File: src/rtl/smsb_cfg.svh
`ifndef SMSB_CFG_SVH
`define SMSB_CFG_SVH
// ****************************************
// Register byte addresses
// ****************************************
`define SMSB_ADR_PRE_TOTAL 32'h25080420
`define SMSB_ADR_POST_TOTAL 32'h25080520
`define SMSB_ADR_IN_RATE 32'h25080c10
`define SMSB_ADR_GEAR_RATE 32'h25080d10
`define SMSB_ADR_PRI_ALARM 32'h26010010
`define SMSB_ADR_SEC_ALARM 32'h26020010
`define SMSB_ADR_STATUS 32'h60410010
`define SMSB_ADR_MODE 32'h60610008
`define SMSB_ADR_POS 32'h60630020
`define SMSB_ADR_FOLLOW 32'h60fb0820
`define SMSB_ADR_DOUT_EFF 32'h20101410
`define SMSB_ADR_DOUT_SIM 32'h20101500
`define SMSB_ADR_DOUT_POL 32'h20101504
// ****************************************
// Reset values
// ****************************************
`define SMSB_RST_WORD 32'h00000000
`define SMSB_RST_HALF 16'h0000
`define SMSB_RST_MODE 8'h00
`define SMSB_RST_POL 7'h7f
// ****************************************
// Primary alarm bit positions
// ****************************************
`define SMSB_P_EXT 0
`define SMSB_P_ENC_NC 1
`define SMSB_P_ENC_INT 2
`define SMSB_P_ENC_CRC 3
`define SMSB_P_DRV_TEMP 4
`define SMSB_P_HI_VOLT 5
`define SMSB_P_LO_VOLT 6
`define SMSB_P_OVER_CUR 7
`define SMSB_P_BRAKE 8
`define SMSB_P_POS_ERR 9
`define SMSB_P_LOGIC_UV 10
`define SMSB_P_PULSE_HI 12
`define SMSB_P_MOT_TEMP 13
`define SMSB_P_ENC_INFO 14
`define SMSB_P_NVM 15
`define SMSB_P_RSVD 11
// ****************************************
// Secondary alarm bit positions
// ****************************************
`define SMSB_S_LO 0
`define SMSB_S_LO_HI 5
`define SMSB_S_RSVD_LO 6
`define SMSB_S_RSVD_HI 7
`define SMSB_S_HI 8
`define SMSB_S_TOP 15
// ****************************************
// Timing
// ****************************************
`define SMSB_CLK_NS 25
`define SMSB_MS_NS 1000000
`endif

File: src/rtl/smsb_pkg.sv
package smsb_pkg;
   typedef logic [31:0] smsb_word_t;
   typedef logic [15:0] smsb_half_t;
   typedef logic [7:0] smsb_byte_t;
endpackage

File: src/rtl/smsb_top.sv
// Function
// - Effective output bit = (state OR simulation) XOR NOT polarity, outputs 1-7 on bits 0-6
// - Primary alarm word is 16-bit read-only; bit 0 flags secondary-word errors
// - Primary bits 1,2,3: encoder absent, encoder internal fault, encoder CRC error
// - Primary bits 4,5,6: drive over-temperature, high voltage, low voltage
// - Primary bits 7,8: overcurrent and brake resistor fault
// - Primary bits 9,10,12,13: position error, logic undervoltage, pulse rate, motor heat
// - Primary bits 14,15: encoder information error and nonvolatile storage alarm
// - Secondary word read-only; bits 0-3 current sensor, watchdog, interrupt, identity
// - Secondary bits 4,5,8: motor configuration, logic output, pre-enable errors
// - Secondary bits 9-12: positive limit, negative limit, serial peripheral, fieldbus
// - Secondary bits 13-15: closed loop direction, master quadrature, master count
// - Status word 16-bit read-only; buffered mode 8-bit read-only, resets to zero
// - Actual position is a read-only signed 32-bit value, reset zero
// - Following error is a read-only signed 32-bit value, reset zero
// - Pre-gear pulse total: signed 32-bit counter, readable and writable, reset zero
// - Post-gear pulse total: signed 32-bit counter, readable and writable, reset zero
// - Input pulse rate in pulses per millisecond, read-only signed 16-bit
// - Post-gear pulse rate in pulses per millisecond, read-only signed 16-bit
`timescale 1ns/1ps
`include "smsb_cfg.svh"
`default_nettype none
module smsb_top #(
   parameter int DOUT_W = 7,
   parameter int MS_CYCLES = `SMSB_MS_NS / `SMSB_CLK_NS
) (
   input wire logic CLOCK,
   input wire logic NRST,
   input wire logic PSEL,
   input wire logic PENABLE,
   input wire logic PWRITE,
   input wire logic [31:0] PADDR,
   input wire logic [31:0] PWDATA,
   output logic [31:0] PRDATA,
   output logic PREADY,
   output logic PSLVERR,
   input wire logic [DOUT_W-1:0] DOUT_STATE,
   output logic [DOUT_W-1:0] DOUT_EFF,
   input wire logic [15:0] PRI_COND,
   input wire logic [15:0] SEC_COND,
   input wire logic [15:0] STATUS_WORD,
   input wire logic [7:0] OP_MODE,
   input wire logic [31:0] POS_ACTUAL,
   input wire logic [31:0] POS_FOLLOW_ERR,
   input wire logic PRE_PULSE_UP,
   input wire logic PRE_PULSE_DN,
   input wire logic POST_PULSE_UP,
   input wire logic POST_PULSE_DN
);
   localparam int MS_W = $clog2(MS_CYCLES + 1);

   // ****************************************
   // Decode helpers
   // ****************************************
   // Any address that reads back
   function automatic logic smsb_mapped(input logic [31:0] a);
      if (a == `SMSB_ADR_PRE_TOTAL || a == `SMSB_ADR_POST_TOTAL) begin
         smsb_mapped = 1'b1;
      end else if (a == `SMSB_ADR_IN_RATE || a == `SMSB_ADR_GEAR_RATE) begin
         smsb_mapped = 1'b1;
      end else if (a == `SMSB_ADR_PRI_ALARM || a == `SMSB_ADR_SEC_ALARM) begin
         smsb_mapped = 1'b1;
      end else if (a == `SMSB_ADR_STATUS || a == `SMSB_ADR_MODE) begin
         smsb_mapped = 1'b1;
      end else if (a == `SMSB_ADR_POS || a == `SMSB_ADR_FOLLOW) begin
         smsb_mapped = 1'b1;
      end else if (a == `SMSB_ADR_DOUT_EFF) begin
         smsb_mapped = 1'b1;
      end else begin
         smsb_mapped = smsb_writable(a);
      end
   endfunction

   // Only the two totals and the output controls accept writes
   function automatic logic smsb_writable(input logic [31:0] a);
      if (a == `SMSB_ADR_PRE_TOTAL || a == `SMSB_ADR_POST_TOTAL) begin
         smsb_writable = 1'b1;
      end else if (a == `SMSB_ADR_DOUT_SIM || a == `SMSB_ADR_DOUT_POL) begin
         smsb_writable = 1'b1;
      end else begin
         smsb_writable = 1'b0;
      end
   endfunction

   // Clamp a 32-bit signed delta into signed 16 bits
   function automatic smsb_pkg::smsb_half_t smsb_sat16(input logic [31:0] d);
      if ($signed(d) > $signed(32'h00007fff)) begin
         smsb_sat16 = 16'h7fff;
      end else if ($signed(d) < $signed(32'hffff8000)) begin
         smsb_sat16 = 16'h8000;
      end else begin
         smsb_sat16 = d[15:0];
      end
   endfunction

   // ****************************************
   // Reset release
   // ****************************************
   logic rst_meta_q;
   logic rst_n_q;

   // Asserts at once, releases after two edges
   always_ff @(posedge CLOCK or negedge NRST) begin
      if (!NRST) begin
         rst_meta_q <= 1'b0;
         rst_n_q <= 1'b0;
      end else begin
         rst_meta_q <= 1'b1;
         rst_n_q <= rst_meta_q;
      end
   end

   // ****************************************
   // Bus slave
   // ****************************************
   logic setup;
   logic wr_fire;
   logic [31:0] rd_d;
   logic [DOUT_W-1:0] sim_q;
   logic [DOUT_W-1:0] pol_q;
   smsb_pkg::smsb_word_t cnt_q [2];
   smsb_pkg::smsb_half_t rate_q [2];
   smsb_pkg::smsb_half_t pri_q;
   smsb_pkg::smsb_half_t sec_q;
   smsb_pkg::smsb_half_t stat_q;
   smsb_pkg::smsb_byte_t mode_q;
   smsb_pkg::smsb_word_t pos_q;
   smsb_pkg::smsb_word_t ferr_q;

   assign setup = PSEL && !PENABLE;
   // Write lands on the completing edge only
   assign wr_fire = PSEL && PENABLE && PREADY && PWRITE && !PSLVERR;

   // Read multiplexer, narrow values zero-extended
   always_comb begin
      rd_d = 32'h00000000;
      if (PADDR == `SMSB_ADR_PRE_TOTAL) begin
         rd_d = cnt_q[0];
      end else if (PADDR == `SMSB_ADR_POST_TOTAL) begin
         rd_d = cnt_q[1];
      end else if (PADDR == `SMSB_ADR_IN_RATE) begin
         rd_d[15:0] = rate_q[0];
      end else if (PADDR == `SMSB_ADR_GEAR_RATE) begin
         rd_d[15:0] = rate_q[1];
      end else if (PADDR == `SMSB_ADR_PRI_ALARM) begin
         rd_d[15:0] = pri_q;
      end else if (PADDR == `SMSB_ADR_SEC_ALARM) begin
         rd_d[15:0] = sec_q;
      end else if (PADDR == `SMSB_ADR_STATUS) begin
         rd_d[15:0] = stat_q;
      end else if (PADDR == `SMSB_ADR_MODE) begin
         rd_d[7:0] = mode_q;
      end else if (PADDR == `SMSB_ADR_POS) begin
         rd_d = pos_q;
      end else if (PADDR == `SMSB_ADR_FOLLOW) begin
         rd_d = ferr_q;
      end else if (PADDR == `SMSB_ADR_DOUT_EFF) begin
         rd_d[DOUT_W-1:0] = DOUT_EFF;
      end else if (PADDR == `SMSB_ADR_DOUT_SIM) begin
         rd_d[DOUT_W-1:0] = sim_q;
      end else if (PADDR == `SMSB_ADR_DOUT_POL) begin
         rd_d[DOUT_W-1:0] = pol_q;
      end
   end

   // One wait-free access: answer prepared in the setup cycle
   always_ff @(posedge CLOCK or negedge rst_n_q) begin
      if (!rst_n_q) begin
         PREADY <= 1'b0;
         PSLVERR <= 1'b0;
         PRDATA <= `SMSB_RST_WORD;
      end else if (setup) begin
         PREADY <= 1'b1;
         // Writes to read-only words are refused, not silently dropped
         PSLVERR <= PWRITE ? !smsb_writable(PADDR) : !smsb_mapped(PADDR);
         PRDATA <= PWRITE ? `SMSB_RST_WORD : rd_d;
      end else begin
         PREADY <= 1'b0;
         PSLVERR <= 1'b0;
      end
   end

   // ****************************************
   // Digital output effective state
   // ****************************************
   // Software controls of simulation and polarity
   always_ff @(posedge CLOCK or negedge rst_n_q) begin
      if (!rst_n_q) begin
         sim_q <= '0;
         pol_q <= `SMSB_RST_POL;
      end else if (wr_fire && PADDR == `SMSB_ADR_DOUT_SIM) begin
         sim_q <= PWDATA[DOUT_W-1:0];
      end else if (wr_fire && PADDR == `SMSB_ADR_DOUT_POL) begin
         pol_q <= PWDATA[DOUT_W-1:0];
      end
   end

   // Polarity reset high keeps outputs equal to state after reset
   always_ff @(posedge CLOCK or negedge rst_n_q) begin
      if (!rst_n_q) begin
         DOUT_EFF <= '0;
      end else begin
         DOUT_EFF <= (DOUT_STATE | sim_q) ^ ~pol_q;
      end
   end

   // ****************************************
   // Alarm words
   // ****************************************
   smsb_pkg::smsb_half_t pri_d;
   smsb_pkg::smsb_half_t sec_d;

   // Secondary word; reserved bits forced low
   always_comb begin
      sec_d = 16'h0000;
      sec_d[3:`SMSB_S_LO] = SEC_COND[3:`SMSB_S_LO];
      sec_d[`SMSB_S_LO_HI:4] = SEC_COND[`SMSB_S_LO_HI:4];
      sec_d[`SMSB_S_HI] = SEC_COND[`SMSB_S_HI];
      sec_d[12:9] = SEC_COND[12:9];
      sec_d[`SMSB_S_TOP:13] = SEC_COND[`SMSB_S_TOP:13];
   end

   // Primary word; bit 0 summarises the secondary word
   always_comb begin
      pri_d = 16'h0000;
      pri_d[`SMSB_P_EXT] = |sec_d;
      pri_d[`SMSB_P_ENC_NC] = PRI_COND[`SMSB_P_ENC_NC];
      pri_d[`SMSB_P_ENC_INT] = PRI_COND[`SMSB_P_ENC_INT];
      pri_d[`SMSB_P_ENC_CRC] = PRI_COND[`SMSB_P_ENC_CRC];
      pri_d[`SMSB_P_DRV_TEMP] = PRI_COND[`SMSB_P_DRV_TEMP];
      pri_d[`SMSB_P_HI_VOLT] = PRI_COND[`SMSB_P_HI_VOLT];
      pri_d[`SMSB_P_LO_VOLT] = PRI_COND[`SMSB_P_LO_VOLT];
      pri_d[`SMSB_P_OVER_CUR] = PRI_COND[`SMSB_P_OVER_CUR];
      pri_d[`SMSB_P_BRAKE] = PRI_COND[`SMSB_P_BRAKE];
      pri_d[`SMSB_P_POS_ERR] = PRI_COND[`SMSB_P_POS_ERR];
      pri_d[`SMSB_P_LOGIC_UV] = PRI_COND[`SMSB_P_LOGIC_UV];
      pri_d[`SMSB_P_PULSE_HI] = PRI_COND[`SMSB_P_PULSE_HI];
      pri_d[`SMSB_P_MOT_TEMP] = PRI_COND[`SMSB_P_MOT_TEMP];
      pri_d[`SMSB_P_ENC_INFO] = PRI_COND[`SMSB_P_ENC_INFO];
      pri_d[`SMSB_P_NVM] = PRI_COND[`SMSB_P_NVM];
   end

   // Real-time words: no latching, a cleared source clears the bit
   always_ff @(posedge CLOCK or negedge rst_n_q) begin
      if (!rst_n_q) begin
         pri_q <= `SMSB_RST_HALF;
         sec_q <= `SMSB_RST_HALF;
      end else begin
         pri_q <= pri_d;
         sec_q <= sec_d;
      end
   end

   // ****************************************
   // Drive state snapshots
   // ****************************************
   // Sampled every cycle so a bus read sees one coherent value
   always_ff @(posedge CLOCK or negedge rst_n_q) begin
      if (!rst_n_q) begin
         stat_q <= `SMSB_RST_HALF;
         mode_q <= `SMSB_RST_MODE;
         pos_q <= `SMSB_RST_WORD;
         ferr_q <= `SMSB_RST_WORD;
      end else begin
         stat_q <= STATUS_WORD;
         mode_q <= OP_MODE;
         pos_q <= POS_ACTUAL;
         ferr_q <= POS_FOLLOW_ERR;
      end
   end

   // ****************************************
   // Millisecond tick
   // ****************************************
   logic [MS_W-1:0] ms_cnt_q;
   logic ms_tick_q;

   always_ff @(posedge CLOCK or negedge rst_n_q) begin
      if (!rst_n_q) begin
         ms_cnt_q <= '0;
         ms_tick_q <= 1'b0;
      end else if (ms_cnt_q == MS_W'(MS_CYCLES - 1)) begin
         ms_cnt_q <= '0;
         ms_tick_q <= 1'b1;
      end else begin
         ms_cnt_q <= ms_cnt_q + MS_W'(1);
         ms_tick_q <= 1'b0;
      end
   end

   // ****************************************
   // Gear pulse totals and rates
   // ****************************************
   logic [1:0] up;
   logic [1:0] dn;
   logic [1:0] ld;
   smsb_pkg::smsb_word_t last_q [2];

   assign up = {POST_PULSE_UP, PRE_PULSE_UP};
   assign dn = {POST_PULSE_DN, PRE_PULSE_DN};
   assign ld[0] = wr_fire && PADDR == `SMSB_ADR_PRE_TOTAL;
   assign ld[1] = wr_fire && PADDR == `SMSB_ADR_POST_TOTAL;

   for (genvar g = 0; g < 2; g++) begin : g_gear
      smsb_pkg::smsb_word_t base;
      smsb_pkg::smsb_word_t step;
      assign base = ld[g] ? PWDATA : cnt_q[g];
      assign step = (up[g] && !dn[g]) ? 32'h00000001 :
                    (dn[g] && !up[g]) ? 32'hffffffff : 32'h00000000;

      // A pulse in the write cycle is added to the new value, not lost
      always_ff @(posedge CLOCK or negedge rst_n_q) begin
         if (!rst_n_q) begin
            cnt_q[g] <= `SMSB_RST_WORD;
         end else begin
            cnt_q[g] <= base + step;
         end
      end

      // Rate is the counted movement over the last whole millisecond
      always_ff @(posedge CLOCK or negedge rst_n_q) begin
         if (!rst_n_q) begin
            last_q[g] <= `SMSB_RST_WORD;
            rate_q[g] <= `SMSB_RST_HALF;
         end else if (ld[g]) begin
            // Overwrite reloads the baseline only; the tick runs on, so no false jump shows
            last_q[g] <= PWDATA;
         end else if (ms_tick_q) begin
            last_q[g] <= cnt_q[g];
            rate_q[g] <= smsb_sat16(cnt_q[g] - last_q[g]);
         end
      end
   end

   // ****************************************
   // Checks
   // ****************************************
   dout_eff_a: assert property (@(posedge CLOCK) disable iff (!rst_n_q)
      ##1 DOUT_EFF == $past((DOUT_STATE | sim_q) ^ ~pol_q))
      else $error("effective output mismatch");

   ext_error_a: assert property (@(posedge CLOCK) disable iff (!rst_n_q)
      ##1 pri_q[`SMSB_P_EXT] == (|sec_q))
      else $error("extension bit disagrees with secondary word");

   enc_bits_a: assert property (@(posedge CLOCK) disable iff (!rst_n_q)
      ##1 pri_q[3:1] == $past(PRI_COND[3:1]))
      else $error("encoder alarm bits wrong");

   power_bits_a: assert property (@(posedge CLOCK) disable iff (!rst_n_q)
      $rose(PRI_COND[`SMSB_P_HI_VOLT]) |=> pri_q[`SMSB_P_HI_VOLT])
      else $error("high voltage bit missed");

   current_bits_a: assert property (@(posedge CLOCK) disable iff (!rst_n_q)
      ##1 pri_q[8:7] == $past(PRI_COND[8:7]))
      else $error("current or brake bit wrong");

   motion_bits_a: assert property (@(posedge CLOCK) disable iff (!rst_n_q)
      ##1 {pri_q[13:12], pri_q[10:9]} == $past({PRI_COND[13:12], PRI_COND[10:9]}))
      else $error("motion alarm bits wrong");

   store_bits_a: assert property (@(posedge CLOCK) disable iff (!rst_n_q)
      ##1 pri_q[15:14] == $past(PRI_COND[15:14]))
      else $error("encoder info or storage bit wrong");

   sec_word_a: assert property (@(posedge CLOCK) disable iff (!rst_n_q)
      ##1 {sec_q[15:8], sec_q[5:0]} == $past({SEC_COND[15:8], SEC_COND[5:0]}))
      else $error("secondary alarm word wrong");

   rsvd_zero_a: assert property (@(posedge CLOCK) disable iff (!rst_n_q)
      !pri_q[`SMSB_P_RSVD] && sec_q[`SMSB_S_RSVD_HI:`SMSB_S_RSVD_LO] == 2'b00)
      else $error("reserved alarm bit set");

   alarm_clear_a: assert property (@(posedge CLOCK) disable iff (!rst_n_q)
      $fell(SEC_COND[`SMSB_S_TOP]) |=> !sec_q[`SMSB_S_TOP])
      else $error("alarm bit latched");

   snap_pos_a: assert property (@(posedge CLOCK) disable iff (!rst_n_q)
      ##1 pos_q == $past(POS_ACTUAL) && ferr_q == $past(POS_FOLLOW_ERR))
      else $error("position snapshot stale");

   cnt_step_a: assert property (@(posedge CLOCK) disable iff (!rst_n_q)
      PRE_PULSE_UP && !PRE_PULSE_DN && !ld[0] |=> cnt_q[0] == $past(cnt_q[0]) + 32'h1)
      else $error("pre-gear total missed a pulse");

   cnt_load_a: assert property (@(posedge CLOCK) disable iff (!rst_n_q)
      ld[1] && up[1] == dn[1] |=> cnt_q[1] == $past(PWDATA))
      else $error("post-gear total not overwritten");

   rate_hold_a: assert property (@(posedge CLOCK) disable iff (!rst_n_q)
      !ms_tick_q |=> $stable(rate_q[0]) && $stable(rate_q[1]))
      else $error("rate changed off the millisecond tick");

   ro_refuse_a: assert property (@(posedge CLOCK) disable iff (!rst_n_q)
      setup && PWRITE && PADDR == `SMSB_ADR_MODE |=> PREADY && PSLVERR ##1 !PREADY)
      else $error("write to read-only word not refused");
endmodule
`default_nettype wire

File: config.mk
export PLATFORM = sky130hd
export DESIGN_NAME = smsb_top
export DESIGN_NICKNAME = d
export VERILOG_FILES = /design/src/rtl/smsb_pkg.sv /design/src/rtl/smsb_top.sv
export VERILOG_INCLUDE_DIRS = /design/src /design/src/rtl
export SDC_FILE = /design/constraint.sdc
export NUM_CORES = 1
export LEC_CHECK = 0
export BUFFER_PORTS_ARGS = -buffer_cell sky130_fd_sc_hd__buf_2
export CORE_ASPECT_RATIO = 1.1
export CORE_MARGIN = 1.5
export CORE_UTILIZATION = 30
export DETAILED_ROUTE_END_ITERATION = 12
export PLACE_DENSITY_LB_ADDON = 0.12
export SLEW_MARGIN = 30
export SYNTH_ARGS = -nofsm -noshare
export SYNTH_HDL_FRONTEND = slang
export SYNTH_SLANG_ARGS = --single-unit
File: constraint.sdc
create_clock -name CLOCK -period 21.6 [get_ports CLOCK]
set_input_delay 5.4 -clock CLOCK [delete_from_list [all_inputs] [get_ports CLOCK]]
set_output_delay 5.4 -clock CLOCK [all_outputs]
set_load 0.03 [all_outputs]
# Word-level counts from Yosys, hierarchy flattened
# Index checks and enable logic that the tools add are counted.
# op_classes
n_mux	50
addsub	5
bitwise_logic	6
magnitude_cmp	4
eq_ne	14
n_reduce_logical	33
# op_table
operator	n
32-bit 2-to-1 mux	14
32-bit by 30-bit equality test with 1-bit output (second input constant)	9
16-bit 2-to-1 mux	15
32-bit by 31-bit equality test with 1-bit output (second input constant)	4
32-bit adder	2
32-bit by 16-bit > comparator with 1-bit output (second input constant)	2
32-bit by 16-bit < comparator with 1-bit output (second input constant)	2
32-bit subtractor	2
7-bit 2-to-1 mux	4
25-bit 2-to-1 mux	1
24-bit 2-to-1 mux	1
16-bit by 1-bit adder with 16-bit output (second input constant)	1
16-bit equality test (second input constant)	1
1-bit 2-to-1 mux	14
14-bit OR reduction	1
1-bit logical AND	13
1-bit zero test	8
8-bit 2-to-1 mux	1
7-bit NOT	1
7-bit OR	1
7-bit bitwise XOR	1
1-bit logical OR	6
2-bit AND reduction	3
2-bit nonzero test	2
1-bit NOT	3
# word_totals
word_cells	134
regBits	351
out_inout_bits	41

# Logic depth before layout (Yosys ltp)
# logic_depth
word_depth	15
mapped_depth	21

# Worst setup path before layout
# OpenSTA, ideal clock, no wires.
# synth_timing
path_kind	in2reg
from	in PADDR[27]
to	reg cnt_q[52] (netlist bit)
n_path_buf	1
cell_stages	19
arrival_time_ns	9.987
setup_slack_ns	11.533
required_ns	21.520
setup_time_ns	0.080
path_cell_list	or4b_1 > nor4_1 > nand4_1 > clkbuf_1 > nand2_1 > nand2_1 > ha_1 > fa_1 > a21o_1 > a21oi_1 > nor2b_1 > o21a_1 > o211ai_1 > nand2_1 > or2_2 > a2111o_1 > a41o_1 > a21oi_1 > xnor2_1
# synth_between
elab_chain_cells	4
# synth_lines
element	line	source
start: declaration	smsb_top.sv:32	input wire logic [31:0] PADDR,
32-bit by 30-bit equality test with 1-bit output (no source line)	--	
1-bit logical AND (no source line)	--	
32-bit 2-to-1 mux	smsb_top.sv:307	assign base = ld[g] ? PWDATA : cnt_q[g];
via g_gear[0].base[0]	smsb_top.sv:305	smsb_pkg::smsb_word_t base;
32-bit adder	smsb_top.sv:316	cnt_q[g] <= base + step;
end signal: indexed assignment	smsb_top.sv:314	cnt_q[g] <= `SMSB_RST_WORD;
end signal: indexed assignment	smsb_top.sv:316	
end: declaration	smsb_top.sv:121	smsb_pkg::smsb_word_t cnt_q [2];
# The timed path passes the listed nets, and every way through them passes these cells.
# A chain may end at the register's enable or synchronous reset.

# Worst setup path in the final report
# layout_timing
from	in PADDR[27]
to	reg cnt_q[30] (netlist bit)
# layout_between
elab_chain_cells	4
# layout_lines
element	line
32-bit by 30-bit equality test with 1-bit output (no source line)	--
1-bit logical AND (no source line)	--
32-bit 2-to-1 mux	smsb_top.sv:307
via g_gear[1].base[0]	smsb_top.sv:305
32-bit adder	smsb_top.sv:316
# The timed path passes the listed nets, and every way through them passes these cells.

==> flow_metrics.tcl <==
set metrics [dict create \
    wl_per_cell_um 21.3 \
    nFillCells 6853 \
    power_mw 2.79 \
    yosysUniqueCellTypes 87 \
    final_cell_mix "343 x dfrtp_1, 298 x nand2_1, 236 x buf_2, 198 x nor2_1, 127 x ha_1" \
    nets 2728 \
    internal_power_mw 1.68 \
    dr.pass1.iters 7 \
    power_frac_clock_pct 26.4 \
    cp_data_required_time_ns 22.09 \
    gp_congestion 0.888 \
    crit_type "in -> reg" \
    die-area_um2 68900 \
    io_buffers 236 \
    grt_first_pass_wirelength_um 107000 \
    dp_cells 3209 \
    synthCells 2174 \
    vias 17500 \
    h-tree-depth 2 \
    layout.cells.non_filler 3288 \
    skew_ns 0.0300 \
    track_usage_pct 20.2 \
    period_share_pct 50.3 \
    vias_per_cell 5.31 \
    power.leakage_nw 10.9 \
    synth_fp_nets 2505 \
    swShare_pct 39.7 \
    powerDensity_nw_per_um2 117 \
    clock_latency_ns 0.58 \
    die_h_um 275 \
    start_kind "primary input" \
    drcViolationCount 0 \
    ys_seq_elements 351 \
    min_path_type "reg -> reg" \
    multiInputGateArea_um2 10800 \
    fmax_mhz 92.0 \
    use_met2_pct 35.1 \
    yosysSeqAreaShare_pct 43.5 \
    setup_viol 0 \
    cts_sinks 351 \
    antenna_found_initial 12 \
    synth-edff-count 0 \
    grt_setup_unrepaired "false" \
    rrSetupSlack_ns 16.21 \
    synthFlopType "dfrtp_1" \
    dp_hpwl_um 53500 \
    drive_gt1_share_pct 16.2 \
    end_kind "register" \
    grt_pass1_vias 17500 \
    grt_max_degree 144 \
    core_area_um2 66500 \
    post-cts-setup-buffers 0 \
    area_growth_pct 17.9 \
    num_io_pins 241 \
    top_usage_layer "met2" \
    hold_path_depth 0 \
    initial_utilization_pct 30.4 \
    switchingPower_mw 1.11 \
    hold_viol 0 \
    fin_crit_ns 10.86 \
    tightest_slew_ns 1.01 \
    cts_buffers 43 \
    die_w_um 250 \
    final_antenna_net_count 0 \
    async_reset_ff_share_pct 100 \
    vdd_drop_max_uv 53.1 \
    syn_area_um2 20200 \
    maxCapViolCount 0 \
    overflow 0 \
    final_common_cell "dfrtp_1" \
    relSlewSlack_pct 32.8 \
    cts.repair.resized 0 \
    pwr-share-comb_pct 43.6 \
    totalWireLength_um 70100 \
    gr-usage-met3_pct 4.30 \
    grt_use_met1_pct 24.8 \
    final.setup.tns_ns 0 \
    outcome "finished, final reports clean" \
    tritoncts "built" \
    yosysWarningCount 0 \
    sequentialPowerShare_pct 30.0 \
    fp-row-count 99 \
    clk_path_buf_depth 3 \
    finalMaxSlewViolations 0 \
    avgSynthCellArea_um2 9.29 \
    arrival_ns 11.36 \
    cts_root_buf "clkbuf_16" \
    cts_hold_buf 0 \
    drt-initial-drc-count 1005 \
    worstPathMaxFanout 37 \
    register_area_um2 8800 \
    clk_pin_slew_ns 0.06 \
    reg2reg_depth 19 \
]
## power groups by stage
| stage | Sequential (mW) | Clock (mW) | Combinational [mW] |
|---|---|---|---|
| after global routing | 0.845 | 0.788 | 1.37 |
| final | 0.837 | 0.736 | 1.22 |
| after floorplan | 0.803 | 0 | 0.945 |
| after global placement | 0.855 | 0 | 1.20 |
| after CTS | 0.843 | 0.760 | 1.22 |
| after detailed placement | 0.855 | 0 | 1.21 |
## registers in the layout, indices dropped and copies added (netlist names)
| register | cells |
|---|---|
| pri_q | 15 |
| sec_q | 14 |
| mode_q | 8 |
| rst_n_q | 1 |
| DOUT_EFF | 7 |
| cnt_q | 64 |
| last_q | 64 |
| PSLVERR | 1 |
| ferr_q | 32 |
| PRDATA | 32 |
| ms_cnt_q | 16 |
| pos_q | 32 |
| PREADY | 1 |
| ms_tick_q | 1 |
| sim_q | 7 |
| rate_q | 32 |
| stat_q | 16 |
| pol_q | 7 |
| rst_meta_q | 1 |
## final timing paths
path,from,to
max reg2reg,PREADY,cnt_q[30]
max,PADDR[27],cnt_q[30]
min reg2reg,rst_meta_q,rst_n_q
min in group asynchronous,rst_n_q,DOUT_EFF[4]
min,rst_meta_q,rst_n_q
max in group asynchronous,NRST,rst_n_q
## layer usage
layer	up-vias	share of wire [%]	routed length [µm]
met1	8465	42	29500
met2	515	48	33700
met5	-	0.16	111
met4	18	3.4	2350
met3	110	6.4	4470
li1	8348	-	-
## through the flow
stage	util (%)	setup WS [ns]	hold slack, ns	cell area (µm²)
after floorplan	-	11.11	0.331	20200
after global placement	33.6	10.23	0.339	22300
after detailed placement	33.6	10.22	0.343	22400
after CTS	35.8	10.81	0.357	23800
after global routing	35.8	10.47	0.380	23800
final	35.8	10.74	0.355	23800
## cell type report
type | instances | area share [%]
multi-input cells | 1647 | 45.3
flip-flops and latches | 351 | 36.9
repair buffers | 258 | 5.82
clock buffers | 68 | 5.50
well taps | 858 | 4.51
inverters | 96 | 1.51
clock inverters | 8 | 0.467
diodes | 2 | 0.0210
## critical path, stage by stage
cell,delay (ns)
buf_2,0.12
or4b_1,0.60
nor4_1,0.80
nand4_1,0.18
buf_4,0.32
nand2_1,0.15
nand2_1,0.07
ha_1,0.24
fa_1,0.47
a21o_1,0.18
a21o_1,0.23
a211oi_1,0.42
o31a_1,0.23
o21ai_0,0.15
a41o_1,0.31
o21ai_0,0.38
o221ai_1,0.27
or2_2,0.36
a311oi_1,0.31
xnor2_1,0.15
## synthesized netlist by cell type (all sizes together) (13+ instances only)
cell	n	area share [%]
a21oi	96	2.4
nor4	14	0.46
nand4	19	0.59
inv	96	1.8
o22ai	27	0.84
xnor2	69	3.0
nor2b	38	1.2
clkbuf	72	1.3
a221oi	35	1.5
a211oi	25	0.95
nand2	298	5.5
mux2	21	1.2
xor2	48	2.1
a31oi	71	2.2
a22oi	23	0.85
o21ai	98	2.4
nor2	201	3.7
or2	14	0.43
ha	127	7.9
dfrtp	344	43
o21a	27	1.0
o32ai	15	0.65
nand3	45	1.1
nor3	41	1.0
or3	18	0.56
and3	25	0.77
nand2b	15	0.46
a21o	53	2.0
a222oi	13	0.64
a22o	24	1.0
## cells by family (layout without fill, tap and decap cells)
family	Yosys count	count (layout)	synth area share (%)
and+or+nand+nor	771	771	17.5
AOI/OAI and AO/OA	599	599	20.7
DFF	351	351	43.5
buffers and inverters	176	430	3.35
adders and majority gates	131	131	8.26
xor gates and xnor gates	117	117	5.07
muxes	28	28	1.52
other	1	3	0.0186
(Power assumes the default switching activity.)
